[config.mk]
export PLATFORM = sky130hd
export DESIGN_NAME = psl_top
export DESIGN_NICKNAME = d
export VERILOG_FILES = /design/src/verilog/psl_pkg.sv /design/src/verilog/psl_top.sv
export SDC_FILE = /design/constraint.sdc
export NUM_CORES = 1
export LEC_CHECK = 0
export BUFFER_PORTS_ARGS = -buffer_cell sky130_fd_sc_hd__buf_2
export CAP_MARGIN = 20
export CORE_UTILIZATION = 50
export DETAILED_ROUTE_END_ITERATION = 7
export PLACE_DENSITY = 0.81
export SETUP_SLACK_MARGIN = 0.3
export SLEW_MARGIN = 20
export SYNTH_ARGS = -nofsm -noshare
export SYNTH_HDL_FRONTEND = slang
export SYNTH_SLANG_ARGS = --single-unit
[constraint.sdc]
create_clock -name CLK_SYS -period 4.33 [get_ports CLK_SYS]
set_input_delay 0.2165 -clock CLK_SYS [delete_from_list [all_inputs] [get_ports CLK_SYS]]
set_output_delay 0.2165 -clock CLK_SYS [all_outputs]
set_load 0.01 [all_outputs]
[src/verilog/psl_pkg.sv]
// Purpose: shared constants and types for the port strap latch and mapper
// Assumes: 32-bit APB register access, 200 MHz system clock
// Notes: all offsets, fields and timing figures live here
package psl_pkg;

   ////////////////////////////////////////////////////////////////////////////
   // port counts and widths
   localparam int NUM_PORTS = 4;
   localparam int IDX_W = 2;

   // port-count selection codes
   localparam logic [1:0] MODE_TWO = 2'h0;
   localparam logic [1:0] MODE_THREE_LO = 2'h1;
   localparam logic [1:0] MODE_THREE_HI = 2'h2;
   localparam logic [1:0] MODE_FOUR = 2'h3;

   // layer-select value meaning mii (zero is the lvds link type)
   localparam logic LAYER_MII = 1'h1;

   ////////////////////////////////////////////////////////////////////////////
   // register byte addresses
   localparam logic [15:0] ADDR_POWER_ON_CONFIG = 16'h0e00;
   localparam logic [15:0] ADDR_LED_FORCE = 16'h0e04;
   localparam logic [15:0] ADDR_PORT_MAP = 16'h0e08;
   localparam int ADDR_W = 16;

   // power-on config field positions
   localparam int CFG_MODE_LSB = 0;
   localparam int CFG_LAYER_LSB = 2;
   // port map status field positions
   localparam int MAP_PHYS_LSB = 0;
   localparam int MAP_ACTIVE_LSB = 8;
   localparam int MAP_MII_LSB = 12;
   localparam int MAP_DONE_BIT = 16;

   // reset values
   localparam logic [3:0] LED_FORCE_RST = 4'h0;
   localparam logic [31:0] PRDATA_RST = 32'h0000_0000;

   ////////////////////////////////////////////////////////////////////////////
   // timing
   localparam int CLK_PERIOD_PS = 5000;
   localparam int STRAP_SETTLE_NS = 100;
   localparam int SETTLE_CYC = (STRAP_SETTLE_NS * 1000 + CLK_PERIOD_PS - 1) / CLK_PERIOD_PS;
   localparam int RESET_HOLD_NS = 50;
   localparam int HOLD_CYC = (RESET_HOLD_NS * 1000 + CLK_PERIOD_PS - 1) / CLK_PERIOD_PS;
   localparam int CNT_W = 8;

   ////////////////////////////////////////////////////////////////////////////
   // types
   typedef struct packed {
      logic [3:0] port_layer_select;
      logic [1:0] port_mode;
   } psl_cfg_t;

   typedef struct packed {
      logic [NUM_PORTS-1:0] log_active;
      logic [NUM_PORTS-1:0] log_mii;
      logic [NUM_PORTS*IDX_W-1:0] log_phys;
      logic [NUM_PORTS-1:0] phys_used;
      logic [NUM_PORTS-1:0] phys_mii;
      logic [NUM_PORTS*IDX_W-1:0] phys_log;
   } psl_map_t;

   typedef enum logic [1:0] {
      ST_SETTLE,
      ST_LATCH,
      ST_HOLD,
      ST_RUN
   } psl_state_t;

endpackage

[src/verilog/psl_top.sv]
// Purpose: power-on strap latch and logical-to-physical port mapper
// Assumes: POR_N is the power-on reset, RST_N any later reset; straps synchronous
// Notes: latched strap value and pin functions survive RST_N
`timescale 1ns/100ps

module psl_top #(
   parameter int SETTLE_CYCLES = psl_pkg::SETTLE_CYC,
   parameter int HOLD_CYCLES = psl_pkg::HOLD_CYC
) (
   input wire logic CLK_SYS,
   input wire logic POR_N,
   input wire logic RST_N,
   // strap pins, input side
   input wire logic [1:0] MODE_PIN_IN,
   input wire logic [3:0] LAYER_PIN_IN,
   // strap pins, output side after power-on
   output logic [1:0] MODE_PIN_OUT,
   output logic [1:0] MODE_PIN_OE,
   output logic [3:0] LAYER_PIN_OUT,
   output logic [3:0] LAYER_PIN_OE,
   // core side functions of the shared pins
   input wire logic [1:0] TX_DATA_HI,
   input wire logic [3:0] LINK_ACTIVITY,
   // open-drain reset pin
   output logic RESET_PIN_OUT,
   output logic RESET_PIN_OE,
   // mapping results
   output logic [3:0] LOG_ACTIVE,
   output logic [3:0] LOG_MII,
   output logic [7:0] LOG_PHYS,
   output logic [3:0] PHYS_USED,
   output logic [3:0] PHYS_MII,
   output logic [7:0] PHYS_LOG,
   output logic CONFIG_DONE,
   // apb slave
   input wire logic PSEL,
   input wire logic PENABLE,
   input wire logic PWRITE,
   input wire logic [15:0] PADDR,
   input wire logic [31:0] PWDATA,
   output logic [31:0] PRDATA,
   output logic PREADY,
   output logic PSLVERR
);

   ////////////////////////////////////////////////////////////////////////////
   // mapping function

   // builds both directions of the logical/physical map from captured straps
   function automatic psl_pkg::psl_map_t map_f(input psl_pkg::psl_cfg_t c);
      psl_pkg::psl_map_t m;
      logic [1:0] n_mii;
      logic [1:0] n_lvds;
      logic [1:0] total_mii;
      logic [1:0] p;
      m = '0;
      n_mii = 2'h0;
      n_lvds = 2'h0;
      total_mii = 2'h0;
      // port count decode
      m.log_active[0] = 1'b1;
      m.log_active[1] = 1'b1;
      m.log_active[2] = (c.port_mode == psl_pkg::MODE_THREE_LO) || (c.port_mode == psl_pkg::MODE_FOUR);
      m.log_active[3] = (c.port_mode == psl_pkg::MODE_THREE_HI) || (c.port_mode == psl_pkg::MODE_FOUR);
      // layer bit steering, unused ports forced clear
      m.log_mii[0] = c.port_layer_select[0] == psl_pkg::LAYER_MII;
      m.log_mii[1] = c.port_layer_select[1] == psl_pkg::LAYER_MII;
      if (c.port_mode == psl_pkg::MODE_THREE_HI) begin
         m.log_mii[3] = c.port_layer_select[2] == psl_pkg::LAYER_MII;
      end else begin
         m.log_mii[2] = m.log_active[2] && (c.port_layer_select[2] == psl_pkg::LAYER_MII);
         m.log_mii[3] = m.log_active[3] && (c.port_layer_select[3] == psl_pkg::LAYER_MII);
      end
      for (int l = 0; l < psl_pkg::NUM_PORTS; l++) begin
         if (m.log_active[l] && m.log_mii[l]) begin
            total_mii = total_mii + 2'h1;
         end
      end
      // mii ports ascend from physical 0, lvds ports follow
      for (int l = 0; l < psl_pkg::NUM_PORTS; l++) begin
         if (m.log_active[l]) begin
            if (m.log_mii[l]) begin
               p = n_mii;
               n_mii = n_mii + 2'h1;
            end else begin
               p = total_mii + n_lvds;
               n_lvds = n_lvds + 2'h1;
            end
            m.log_phys[l*psl_pkg::IDX_W +: psl_pkg::IDX_W] = p;
            m.phys_used[p] = 1'b1;
            m.phys_mii[p] = m.log_mii[l];
            m.phys_log[p*psl_pkg::IDX_W +: psl_pkg::IDX_W] = l[1:0];
         end
      end
      return m;
   endfunction

   ////////////////////////////////////////////////////////////////////////////
   // declarations

   psl_pkg::psl_state_t state;
   psl_pkg::psl_state_t next_state;
   logic [psl_pkg::CNT_W-1:0] cnt;
   logic [psl_pkg::CNT_W-1:0] next_cnt;
   psl_pkg::psl_cfg_t cfg;
   psl_pkg::psl_cfg_t next_cfg;
   psl_pkg::psl_map_t map;
   logic running;
   logic [3:0] led_force;
   logic [3:0] led_level;
   logic [3:0] led_phys_act;
   logic setup_phase;
   logic access_done;
   logic hit_cfg;
   logic hit_led;
   logic hit_map;
   logic hit_any;
   logic wr_led;
   logic bad_access;
   logic [31:0] rd_mux;
   logic [31:0] map_word;

   localparam logic [psl_pkg::CNT_W-1:0] SETTLE_LAST = psl_pkg::CNT_W'(SETTLE_CYCLES - 1);
   localparam logic [psl_pkg::CNT_W-1:0] HOLD_LAST = psl_pkg::CNT_W'(HOLD_CYCLES - 1);

   ////////////////////////////////////////////////////////////////////////////
   // power-on sequence

   // settle, sample straps once, hold reset pin a little, then run
   always_comb begin
      next_state = state;
      next_cnt = cnt;
      next_cfg = cfg;
      case (state)
         psl_pkg::ST_SETTLE: begin
            next_cnt = cnt + 1'b1;
            if (cnt == SETTLE_LAST) begin
               next_state = psl_pkg::ST_LATCH;
               next_cnt = '0;
            end
         end
         psl_pkg::ST_LATCH: begin
            next_cfg.port_mode = MODE_PIN_IN;
            next_cfg.port_layer_select = LAYER_PIN_IN;
            next_state = psl_pkg::ST_HOLD;
         end
         psl_pkg::ST_HOLD: begin
            next_cnt = cnt + 1'b1;
            if (cnt == HOLD_LAST) begin
               next_state = psl_pkg::ST_RUN;
               next_cnt = '0;
            end
         end
         psl_pkg::ST_RUN: begin
            next_state = psl_pkg::ST_RUN;
         end
         default: begin
            next_state = psl_pkg::ST_SETTLE;
            next_cnt = '0;
         end
      endcase
   end

   // sequencer and captured value reset only by power-on
   always_ff @(posedge CLK_SYS or negedge POR_N) begin
      if (!POR_N) begin
         state <= psl_pkg::ST_SETTLE;
         cnt <= '0;
         cfg <= '0;
      end else begin
         state <= next_state;
         cnt <= next_cnt;
         cfg <= next_cfg;
      end
   end

   ////////////////////////////////////////////////////////////////////////////
   // pin functions

   // map decode and led drive level
   assign running = next_state == psl_pkg::ST_RUN;
   assign map = map_f(cfg);
   assign led_phys_act = (LINK_ACTIVITY | led_force) & map.log_active;
   assign led_level = led_phys_act ^ cfg.port_layer_select;

   // pin drivers, untouched by RST_N so warm resets keep them active
   always_ff @(posedge CLK_SYS or negedge POR_N) begin
      if (!POR_N) begin
         MODE_PIN_OUT <= '0;
         MODE_PIN_OE <= '0;
         LAYER_PIN_OUT <= '0;
         LAYER_PIN_OE <= '0;
         RESET_PIN_OUT <= 1'b0;
         RESET_PIN_OE <= 1'b1;
         CONFIG_DONE <= 1'b0;
      end else begin
         MODE_PIN_OUT <= TX_DATA_HI;
         MODE_PIN_OE <= {2{running}};
         LAYER_PIN_OUT <= led_level;
         LAYER_PIN_OE <= {4{running}};
         RESET_PIN_OUT <= 1'b0;
         RESET_PIN_OE <= !running;
         CONFIG_DONE <= running;
      end
   end

   // mapping outputs, logical view and physical view
   always_ff @(posedge CLK_SYS or negedge POR_N) begin
      if (!POR_N) begin
         LOG_ACTIVE <= '0;
         LOG_MII <= '0;
         LOG_PHYS <= '0;
         PHYS_USED <= '0;
         PHYS_MII <= '0;
         PHYS_LOG <= '0;
      end else begin
         LOG_ACTIVE <= running ? map.log_active : '0;
         LOG_MII <= running ? map.log_mii : '0;
         LOG_PHYS <= running ? map.log_phys : '0;
         PHYS_USED <= running ? map.phys_used : '0;
         PHYS_MII <= running ? map.phys_mii : '0;
         PHYS_LOG <= running ? map.phys_log : '0;
      end
   end

   ////////////////////////////////////////////////////////////////////////////
   // apb decode

   // no wait state: data prepared in setup, answered in the first access cycle
   assign setup_phase = PSEL && !PENABLE;
   assign access_done = PSEL && PENABLE && PREADY;
   assign hit_cfg = PADDR == psl_pkg::ADDR_POWER_ON_CONFIG;
   assign hit_led = PADDR == psl_pkg::ADDR_LED_FORCE;
   assign hit_map = PADDR == psl_pkg::ADDR_PORT_MAP;
   assign hit_any = hit_cfg || hit_led || hit_map;
   assign bad_access = !hit_any || (PWRITE && !hit_led);
   assign wr_led = access_done && PWRITE && hit_led;

   // status word, every field but the done bit indexed by logical port
   assign map_word = {15'h0000, running, map.log_mii, map.log_active, map.log_phys};

   // read selection
   assign rd_mux = hit_cfg ? {26'h0000000, cfg.port_layer_select, cfg.port_mode} :
                   hit_led ? {28'h0000000, led_force} :
                   hit_map ? map_word :
                   32'h0000_0000;

   // bus response registers
   always_ff @(posedge CLK_SYS or negedge RST_N) begin
      if (!RST_N) begin
         PREADY <= 1'b0;
         PSLVERR <= 1'b0;
         PRDATA <= psl_pkg::PRDATA_RST;
      end else begin
         PREADY <= setup_phase;
         PSLVERR <= setup_phase && bad_access;
         if (setup_phase && !PWRITE) begin
            PRDATA <= rd_mux;
         end
      end
   end

   // led force register, per logical port
   always_ff @(posedge CLK_SYS or negedge RST_N) begin
      if (!RST_N) begin
         led_force <= psl_pkg::LED_FORCE_RST;
      end else if (wr_led) begin
         led_force <= PWDATA[3:0];
      end
   end

endmodule // psl_top

==> reports/results.txt, run 1 <==
outcome: complete, but fails checks
failing checks: hold timing
Final min period: 3.613 ns
Layout area overhead: 17.12%
Tcrit/Tclk final: 83.45%
H-tree Lvls: 3
crit path kind: flip-flop to flip-flop
Final Skew: 0.007226 ns
Synth Cell Area: 0.003991 mm²
Least-Margin Pin Slew: 0.8048 ns
Total GRT Usage: 23.26%
type of the most critical hold path: primary input to asynchronous set/reset pin
simple-gate share of the synthesized area: 18.18%
Synth Area in XOR/XNOR: 4.890%
drt drc: 0
Row Count: 32
first-pass GRT wire length: 15.08 mm
CTS Buf Count: 9
met1 WL: 3.915 mm
Synth Area per Inst: 10.00 µm²
# port buffers: 102
die area: 0.008344 mm²
CTS Root Cell: clkbuf_8
Final Core Density: 60.49%
element type at the critical path start: flip-flop
highest-count cells in the layout ignoring fill and taps: buf_2 (102), dfrtp_1 (75), nand2_1 (48), nor2_1 (30), o21ai_0 (18)
GPL Wtd Cong: 0.8599
DR WL met2: 4.558 mm
crit path max fanout: 14
FF/Latch Area: 0.001903 mm²
unrepaired setup endpoints after global routing: no
clk buf depth: 2
post-synthesis compound-gate area fraction: 14.89%
Rel. slew slack: 45.93%
post-layout net count: 568
Initial Util: 51.65%
Die Wd: 91.35 µm
Crit path required time: 4.59 ns
share of cells above drive strength 1: 28.69%
Placeable Area: 0.007727 mm²
CTS sink cnt: 76
Setup crit end kind: flip-flop
worst hold slack: -0.01215 ns
Pre-antenna DRT Iters: 4
Main synth FF type: dfrtp_1
DIE HEIGHT: 91.35 µm
multi-input logic area: 0.001823 mm²
initial antenna violation count: 0
CP arrival: 3.87 ns
Cells after Synth: 399
hpwl dp: 6.576 mm
yosys warns: 0
ANT cells: 0
setup violators final: 0
Cell variety after synth: 68
Clk pin slew, worst setup/hold paths: 0.08 ns
Hold Fails Final Rpt: 8
total I/O pin count: 147
initial drt markers: 189
CTS tree: done
Post-synth EDFFs: 0
DR vias: 3231
met3 WL: 484 µm
post-synthesis sequential area ratio: 47.68%
flops & latches, synth: 76
post-synthesis mux area share: 2.759%
final antenna-violating net count: 0
vias in the first global route: 3121
DR vias/cell: 5.412
Filler cells: 641
Highest Signal Layer: met4
pwr dens: 361.7 mW/mm²
grt ovf: 0
main combinational cell family by area after synthesis: simple AND/OR/NAND/NOR gates
worst skew pair latency: 0.34 ns
maxcap violations: 0
Async SR Flop Fraction: 100.0%
FMAX: 276.8 MHz
adder-cell share of the synthesized area: 3.448%
wirelength, routed: 9.138 mm
Pins Over Slew Limit: 0
largest net degree at the start of global routing: 55
Pleak: 0.002285 µW
most common cell after layout, fill and taps aside: buf_2
setup_tns: 0 ns
Peak VDD IR: 0.2064 mV
DR WL/cell: 15.31 µm
==> critical path, cell delays in order, from the launching register on <==
cell and delay, ns:
dfrtp_1 0.50, inv_1 0.23, ha_1 0.54, xnor2_1 0.46, ha_1 0.27, nand2b_1 0.07, a21boi_1 0.39, o21ai_0 0.20
xnor2_1 0.42, nand2_1 0.21, o2111ai_1 0.23
==> cell type report <==
type	instances	share of cell area, %
inverter	11	0.8833
timing repair buffer	110	12.37
clock inverter	3	0.9904
clock buffer	12	3.319
multi-input combinational	283	39.00
sequential	76	40.71
tap	102	2.730
==> cell families (layout without fill, tap and decap cells) <==
kind of cell	count (synthesis)	in the layout
fa+ha+maj	11	11
simple gates	144	144
other cells	1	16
compound gates	83	83
mux	10	10
xor+xnor	19	19
buf+inv	55	136
flops	76	76
==> timing repair <==
action / in CTS / in global routing
buffers inserted: 0 / 0
endpoints found under the setup margin: 0 / 0
hold endpoints to repair: 24 / 0
gates resized for setup: 0 / 0
hold buffers: 3 / 0
==> per-stage QoR <==
stage	hold slack, ns	instance area (µm²)	setup WS [ns]	instances	total power, µW
after global placement	0.2006	4443	0.8265	579	1150
final	-0.01215	4674	0.7168	597	1691
after floorplan	-0.07909	4048	1.240	414	1036
after detailed placement	0.2112	4443	0.7470	579	1159
after global routing	0.04231	4674	0.4304	597	1790
after CTS	0.006950	4674	0.7269	597	1702
==> power breakdown <==
group          total (µW)  leakage [µW]  internal (µW)  switching [µW]
Clock                 542     0.0000987            296             246
Sequential            788      0.000963            764            23.3
Combinational         361       0.00122            146             215
Total                1690       0.00229           1210             484
==> worst paths after layout <==
path,from,to,slack [ns],cells after the start
max,cfg[2]$_DFFE_PN0N_,PHYS_USED[1]$_DFF_PN0_,0.72,10
min,POR_N,MODE_PIN_OUT[0]$_DFF_PN0_,-0.01,2
max reg2reg,cfg[2]$_DFFE_PN0N_,PHYS_USED[1]$_DFF_PN0_,0.72,10
min reg2reg,PRDATA[11]$_DFFE_PN0P_,PRDATA[11]$_DFFE_PN0P_,0.48,2
max in group asynchronous,RST_N,PRDATA[14]$_DFFE_PN0P_,3.62,2
min in group CLK_SYS,LAYER_PIN_IN[0],cfg[2]$_DFFE_PN0N_,0.09,3
==> flip-flops by register name, indices dropped and copies added (netlist names) <==
name,cells
led_force,4
cnt,8
LOG_MII,4
RESET_PIN_OE,1
PSLVERR,1
LAYER_PIN_OUT,4
MODE_PIN_OUT,2
PREADY,1
state,2
PRDATA,16
PHYS_MII,4
LOG_PHYS,8
PHYS_LOG,8
cfg,6
LOG_ACTIVE,3
PHYS_USED,4
==> synthesized netlist by cell type, types with 2 or more instances <==
| cell | count | area (µm²) |
|---|---|---|
| xor2_2 | 2 | 32.53 |
| buf_2 | 2 | 10.01 |
| a21o_1 | 2 | 15.01 |
| mux2i_1 | 2 | 20.02 |
| or4_1 | 2 | 15.01 |
| mux2_2 | 8 | 90.09 |
| xor2_1 | 5 | 43.79 |
| nor4b_1 | 2 | 17.52 |
| nor3_1 | 7 | 35.03 |
| buf_4 | 26 | 195.2 |
| ha_1 | 11 | 137.6 |
| nand2_1 | 48 | 180.2 |
| nor2b_1 | 5 | 31.28 |
| o21a_1 | 4 | 30.03 |
| a31oi_1 | 4 | 25.02 |
| a32oi_1 | 2 | 17.52 |
| inv_1 | 10 | 37.54 |
| o31ai_1 | 10 | 75.07 |
| o21ai_0 | 18 | 90.09 |
| or3_1 | 2 | 12.51 |
| buf_6 | 2 | 22.52 |
| xnor2_1 | 11 | 96.34 |
| nand2b_1 | 5 | 31.28 |
| nand3_1 | 15 | 75.07 |
| nand4_1 | 5 | 31.28 |
| a222oi_1 | 2 | 20.02 |
| dfrtp_1 | 75 | 1877 |
| a221oi_1 | 2 | 17.52 |
| nor2_1 | 30 | 112.6 |
| a211oi_1 | 4 | 30.03 |
| and2_1 | 6 | 37.54 |
| a21oi_1 | 15 | 75.07 |
| and4b_1 | 3 | 30.03 |
| clkbuf_1 | 14 | 52.55 |
| nor4_1 | 2 | 12.51 |
| o21ai_1 | 4 | 20.02 |
==> routing by layer <==
layer | vias to the layer above | global-route usage (%)
li1 | 1541 | -
met1 | 1566 | 29.86
met2 | 107 | 38.64
met3 | 17 | 5.109
met4 | 0 | 8.598
met5 | - | 0
No activity file was read; power rests on OpenSTA's default activity.
==> inputs of run 2 (changes only) <==
- CORE_UTILIZATION: 50 -> 45
- PLACE_DENSITY: 0.81 -> 0.77
- clock period: 4.33 -> 3.05 ns (I/O delays scaled with it)
==> run 2 against run 1 <==
  * The run now ends clean
  * Critical path depth grew 1
  * Non-clock buffer count grew 36
  * Core utilization grew 1.3 points
  * Worst hold slack gained 0.026 ns
  * Combinational power grew 89%
  * Total power grew 54%
  * Final area grew 11%
  * Register-to-register slack lost 0.38 ns
  * Cell count grew 6.7%
  * Sequential cell count is the same
  * Clock-buffer cell count shrank 1
  * Global-route usage shrank 1.3 points
  * Critical path type unchanged
  * Largest cell class is now multi-input gates
==> reports/results.txt, run 2 (synthesis gave the netlist of run 1 again) <==
outcome: finished clean
fin area: 0.005181 mm²
post-layout net count: 604
element type at the critical path start: flip-flop
worst r2r dst: PHYS_LOG[5]$_DFF_PN0_
Hold Fails Final Rpt: 0
Die Wd: 96.18 µm
unrepaired setup endpoints after global routing: yes
Crit path required time: 3.31 ns
setup_tns: 0 ns
Layout area overhead: 29.81%
largest reg by FF count: PRDATA
DR vias/cell: 5.311
hpwl dp: 6.951 mm
DR WL/cell: 15.43 µm
H-tree Lvls: 3
maxcap violations: 0
Final min period: 2.709 ns
die area: 0.009251 mm²
worst skew pair latency: 0.35 ns
initial antenna violation count: 0
Crit Reg-Reg Startpoint: cfg[4]$_DFFE_PN0N_
DIE HEIGHT: 96.18 µm
Pre-antenna DRT Iters: 6
Clk pin slew, worst setup/hold paths: 0.08 ns
met3 WL: 506 µm
Rel. slew slack: 49.63%
Row Count: 33
max reg flops: 16
setup violators final: 0
Pleak: 0.002509 µW
final antenna-violating net count: 0
Tcrit/Tclk final: 88.81%
CTS Buf Count: 9
Total GRT Usage: 22.01%
CTS tree: done
initial drt markers: 214
ANT cells: 0
Hold Crit Depth: 3
GPL Wtd Cong: 0.8524
Placeable Area: 0.008382 mm²
total I/O pin count: 147
# port buffers: 102
hold_sp: LAYER_PIN_IN[2]
clk buf depth: 2
Post-DP Area: 0.004658 mm²
Final Skew: 0.01710 ns
DR vias: 3383
Setup crit end kind: flip-flop
pwr dens: 500.9 mW/mm²
FF-to-FF path depth: 11
largest net degree at the start of global routing: 35
FF-to-FF setup slack: 0.34 ns
met1 WL: 4.285 mm
crit path max fanout: 8
FMAX: 369.2 MHz
most common cell after layout, fill and taps aside: buf_2
Highest Signal Layer: met4
drt drc: 0
type of the most critical hold path: primary input to flip-flop
CTS Root Cell: clkbuf_8
Peak VDD IR: 0.2609 mV
highest-count cells in the layout ignoring fill and taps: buf_2 (102), dfrtp_1 (70), nand2_1 (48), buf_4 (35), nor2_1 (28)
CTS sink cnt: 76
Least-Margin Pin Slew: 0.7345 ns
first-pass GRT wire length: 15.42 mm
vias in the first global route: 3212
Filler cells: 684
grt ovf: 0
CP arrival: 2.97 ns
share of cells above drive strength 1: 38.16%
crit path kind: flip-flop to flip-flop
Pins Over Slew Limit: 0
wirelength, routed: 9.826 mm
DR WL met2: 4.864 mm
Initial Util: 47.62%
end of the worst hold path: cfg[4]$_DFFE_PN0N_
-- run 2: report_power, final --
part	internal, µW	leakage, µW	switching (µW)
sequential	1090	0.000958	24.2
clock	424	0.000102	379
combinational	319	0.00145	364
-- run 2: how the worst max path moves through the flow --
| stage | from | depth (start not counted) | to |
|---|---|---|---|
| final | cfg[4]$_DFFE_PN0N_ | 11 | PHYS_LOG[5]$_DFF_PN0_ |
| after global routing | cfg[4]$_DFFE_PN0N_ | 11 | PRDATA[5]$_DFFE_PN0P_ |
| after CTS | cfg[4]$_DFFE_PN0N_ | 11 | PHYS_USED[3]$_DFF_PN0_ |
| after detailed placement | cfg[0]$_DFFE_PN0N_ | 10 | PHYS_USED[1]$_DFF_PN0_ |
| after global placement | cfg[3]$_DFFE_PN0N_ | 10 | PHYS_USED[1]$_DFF_PN0_ |
| after floorplan | cfg[1]$_DFFE_PN0N_ | 13 | PHYS_LOG[6]$_DFF_PN0_ |
-- run 2: what timing repair did --
| item | in CTS | in global routing |
|---|---|---|
| setup endpoints to repair | 18 | 18 |
| cloned | 0 | 1 |
| setup buffers | 2 | 13 |
| pin swaps | 3 | 9 |
| resized for setup | 6 | 22 |
| hold buffers | 5 | 0 |
| hold endpoints to repair | 57 | 0 |
-- run 2: metrics by stage --
step	power, µW	hold WS, ns	std cells	worst slack (ns)	util [%]
finish	2595	0.01423	637	0.3412	61.82
global route	2729	0.01324	637	0.2492	61.82
CTS	2533	0.01272	623	0.3328	59.16
detailed placement	1712	0.1468	600	0.09881	55.58
global placement	1698	0.1315	600	0.1761	55.58
floorplan	1502	-0.1431	414	0.3014	-
-- run 2: routing by layer --
layer	up-vias	GRT usage, %
met4	0	7.587
met2	132	36.35
li1	1619	-
met3	20	4.107
met1	1612	28.90
met5	-	0
-- run 2: critical path: stages (launching register included) --
cell and delay, ns:
dfrtp_2 0.45, buf_12 0.15, a32oi_4 0.29, xnor2_4 0.20
ha_4 0.20, xor2_4 0.20, o21ai_2 0.10, a221oi_4 0.35
xor2_2 0.22, buf_6 0.14, nand3_1 0.10, a21oi_1 0.20
-- run 2: area by class of cell --
class | count | area (µm²) | area share (%)
timing repair buffer | 146 | 890.9 | 17.19
inverter | 11 | 46.29 | 0.8935
clock buffer | 11 | 151.4 | 2.922
multi-input combinational | 283 | 1993 | 38.47
clock inverter | 5 | 58.81 | 1.135
tap | 105 | 131.4 | 2.536
sequential | 76 | 1909 | 36.85
==> inputs of run 3 (changes only) <==
- CORE_ASPECT_RATIO: default -> 1.4
==> run 3 against run 2 <==
  * Via count hardly changed
  * Global-route usage grew 0.53 points
  * Worst hold slack improved by 0.016 ns
  * Worst setup slack gained 0.095 ns
  * Wire length shrank 1.7%
  * Maximum frequency increased by 3.6%
  * Clock power up 21%
  * Register-to-register slack better by 0.09 ns
  * Non-clock buffer count shrank 11
  * Largest cell class unchanged
==> reports/results.txt, run 3 (synthesis gave the netlist of run 1 again) <==
DIE HEIGHT: 113.4 µm
DR vias: 3386
Pre-antenna DRT Iters: 5
CTS sink cnt: 76
worst r2r dst: PHYS_MII[1]$_DFF_PN0_
share of cells above drive strength 1: 35.32%
DR vias/cell: 5.409
element type at the critical path start: flip-flop
Least-Margin Pin Slew: 0.7992 ns
Internal Power: 1944 µW
unrepaired setup endpoints after global routing: no
H-tree Lvls: 3
Rel. slew slack: 46.59%
FMAX: 382.6 MHz
Hold Fails Final Rpt: 0
Peak VDD IR: 0.3616 mV
sw frac: 28.47%
final antenna-violating net count: 0
# port buffers: 102
Initial Util: 46.37%
Pins Over Slew Limit: 0
initial drt markers: 170
clk buf depth: 2
GPL Wtd Cong: 0.9033
crit path kind: flip-flop to flip-flop
type of the most critical hold path: primary input to flip-flop
die area: 0.009256 mm²
Hold Crit Depth: 3
CP arrival: 2.88 ns
pwr dens: 534.8 mW/mm²
Total GRT Usage: 22.54%
drt drc: 0
Placeable Area: 0.008608 mm²
total I/O pin count: 147
Final min period: 2.614 ns
largest reg by FF count: PRDATA
outcome: finished clean
setup_tns: 0 ns
Clock Power Share: 35.8%
vias in the first global route: 3307
setup violators final: 0
Crit Reg-Reg Startpoint: cfg[0]$_DFFE_PN0N_
grt ovf: 0
CTS Root Cell: clkbuf_16
maxcap violations: 0
worst skew pair latency: 0.34 ns
FF-to-FF setup slack: 0.44 ns
pre-CTS setup slack: 0.07391 ns
end of the worst hold path: cfg[2]$_DFFE_PN0N_
Setup crit end kind: flip-flop
final setup margin: 0.4361 ns
most common cell after layout, fill and taps aside: buf_2
highest-count cells in the layout ignoring fill and taps: buf_2 (102), dfrtp_1 (71), nand2_1 (48), nor2_1 (29), buf_4 (28)
Die Wd: 81.60 µm
CTS Buf Count: 9
Final Skew: 0.006598 ns
max reg flops: 16
first-pass GRT wire length: 15.64 mm
largest net degree at the start of global routing: 34
Crit path required time: 3.31 ns
DR WL/cell: 15.42 µm
FF-to-FF path depth: 10
Combinational Power Share: 23.3%
hold_sp: LAYER_PIN_IN[0]
CTS tree: done
Flop pwr share: 40.9%
hpwl dp: 7.005 mm
Clk pin slew, worst setup/hold paths: 0.06 ns
ANT cells: 0
Net Sw Power: 773.7 µW
Tcrit/Tclk final: 85.70%
wirelength, routed: 9.655 mm
Pleak: 0.002468 µW
initial antenna violation count: 0
post-layout net count: 593
crit path max fanout: 25
Filler cells: 740
Row Count: 40
Layout area overhead: 27.34%
-- run 3: through the flow --
step | std cells | total power [µW] | util, % | hold slack (ns) | instance area [µm²]
finish | 626 | 2718 | 59.04 | 0.03020 | 5082
global route | 626 | 2838 | 59.04 | 0.04376 | 5082
CTS | 624 | 2705 | 58.36 | 0.02177 | 5024
detailed placement | 603 | 1717 | 54.37 | 0.1420 | 4681
global placement | 603 | 1703 | 54.37 | 0.1314 | 4681
floorplan | 414 | 1502 | - | -0.1431 | 4163
-- run 3: cell type report --
cell class	instances	area [µm²]	area share, %
clock buffer	12	246.5	4.850
clock inverter	4	26.28	0.5170
multi-input combinational	283	1952	38.40
timing repair buffer	135	772.0	15.19
sequential	76	1908	37.54
inverter	11	46.29	0.9109
tap	105	131.4	2.585
-- run 3: timing repair --
item	4_1_cts	5_1_grt
endpoints found under the setup margin	15	16
gates resized for setup	5	9
pin swaps	1	5
buffers inserted	1	2
hold buffers	4	0
hold endpoints to repair	44	0
-- run 3: worst max-delay path by stage --
stage	from	end	cells past startpoint
after global routing	cfg[0]$_DFFE_PN0N_	PHYS_USED[1]$_DFF_PN0_	10
final	cfg[0]$_DFFE_PN0N_	PHYS_MII[1]$_DFF_PN0_	10
after floorplan	cfg[1]$_DFFE_PN0N_	PHYS_LOG[6]$_DFF_PN0_	13
after global placement	cfg[3]$_DFFE_PN0N_	PHYS_MII[1]$_DFF_PN0_	9
after CTS	cfg[3]$_DFFE_PN0N_	PHYS_MII[1]$_DFF_PN0_	10
after detailed placement	cfg[3]$_DFFE_PN0N_	PHYS_MII[1]$_DFF_PN0_	9
-- run 3: power groups by stage --
| stage | sequential [µW] | combinational, µW | clock [µW] |
|---|---|---|---|
| floorplan | 1170 | 330 | 0 |
| global placement | 1130 | 574 | 0 |
| detailed placement | 1130 | 587 | 0 |
| CTS | 1110 | 607 | 985 |
| global route | 1120 | 690 | 1030 |
| finish | 1110 | 633 | 972 |
-- run 3: worst max-delay path: stages (launching register included) --
cell	delay (ns)
dfrtp_1	0.40
buf_6	0.24
nand2b_1	0.15
xnor2_1	0.28
ha_4	0.19
nand2b_1	0.09
a21boi_4	0.24
o21ai_0	0.19
xnor2_2	0.26
a211o_1	0.34
a21oi_1	0.15
-- run 3: metal layers --
| metal | track usage (%) | routed length, µm | vias up |
|---|---|---|---|
| met5 | 0 | 0 | - |
| met4 | 12.40 | 301 | 0 |
| met3 | 3.920 | 518 | 22 |
| met2 | 39.00 | 5124 | 136 |
| met1 | 25.74 | 3710 | 1635 |
| li1 | - | - | 1593 |
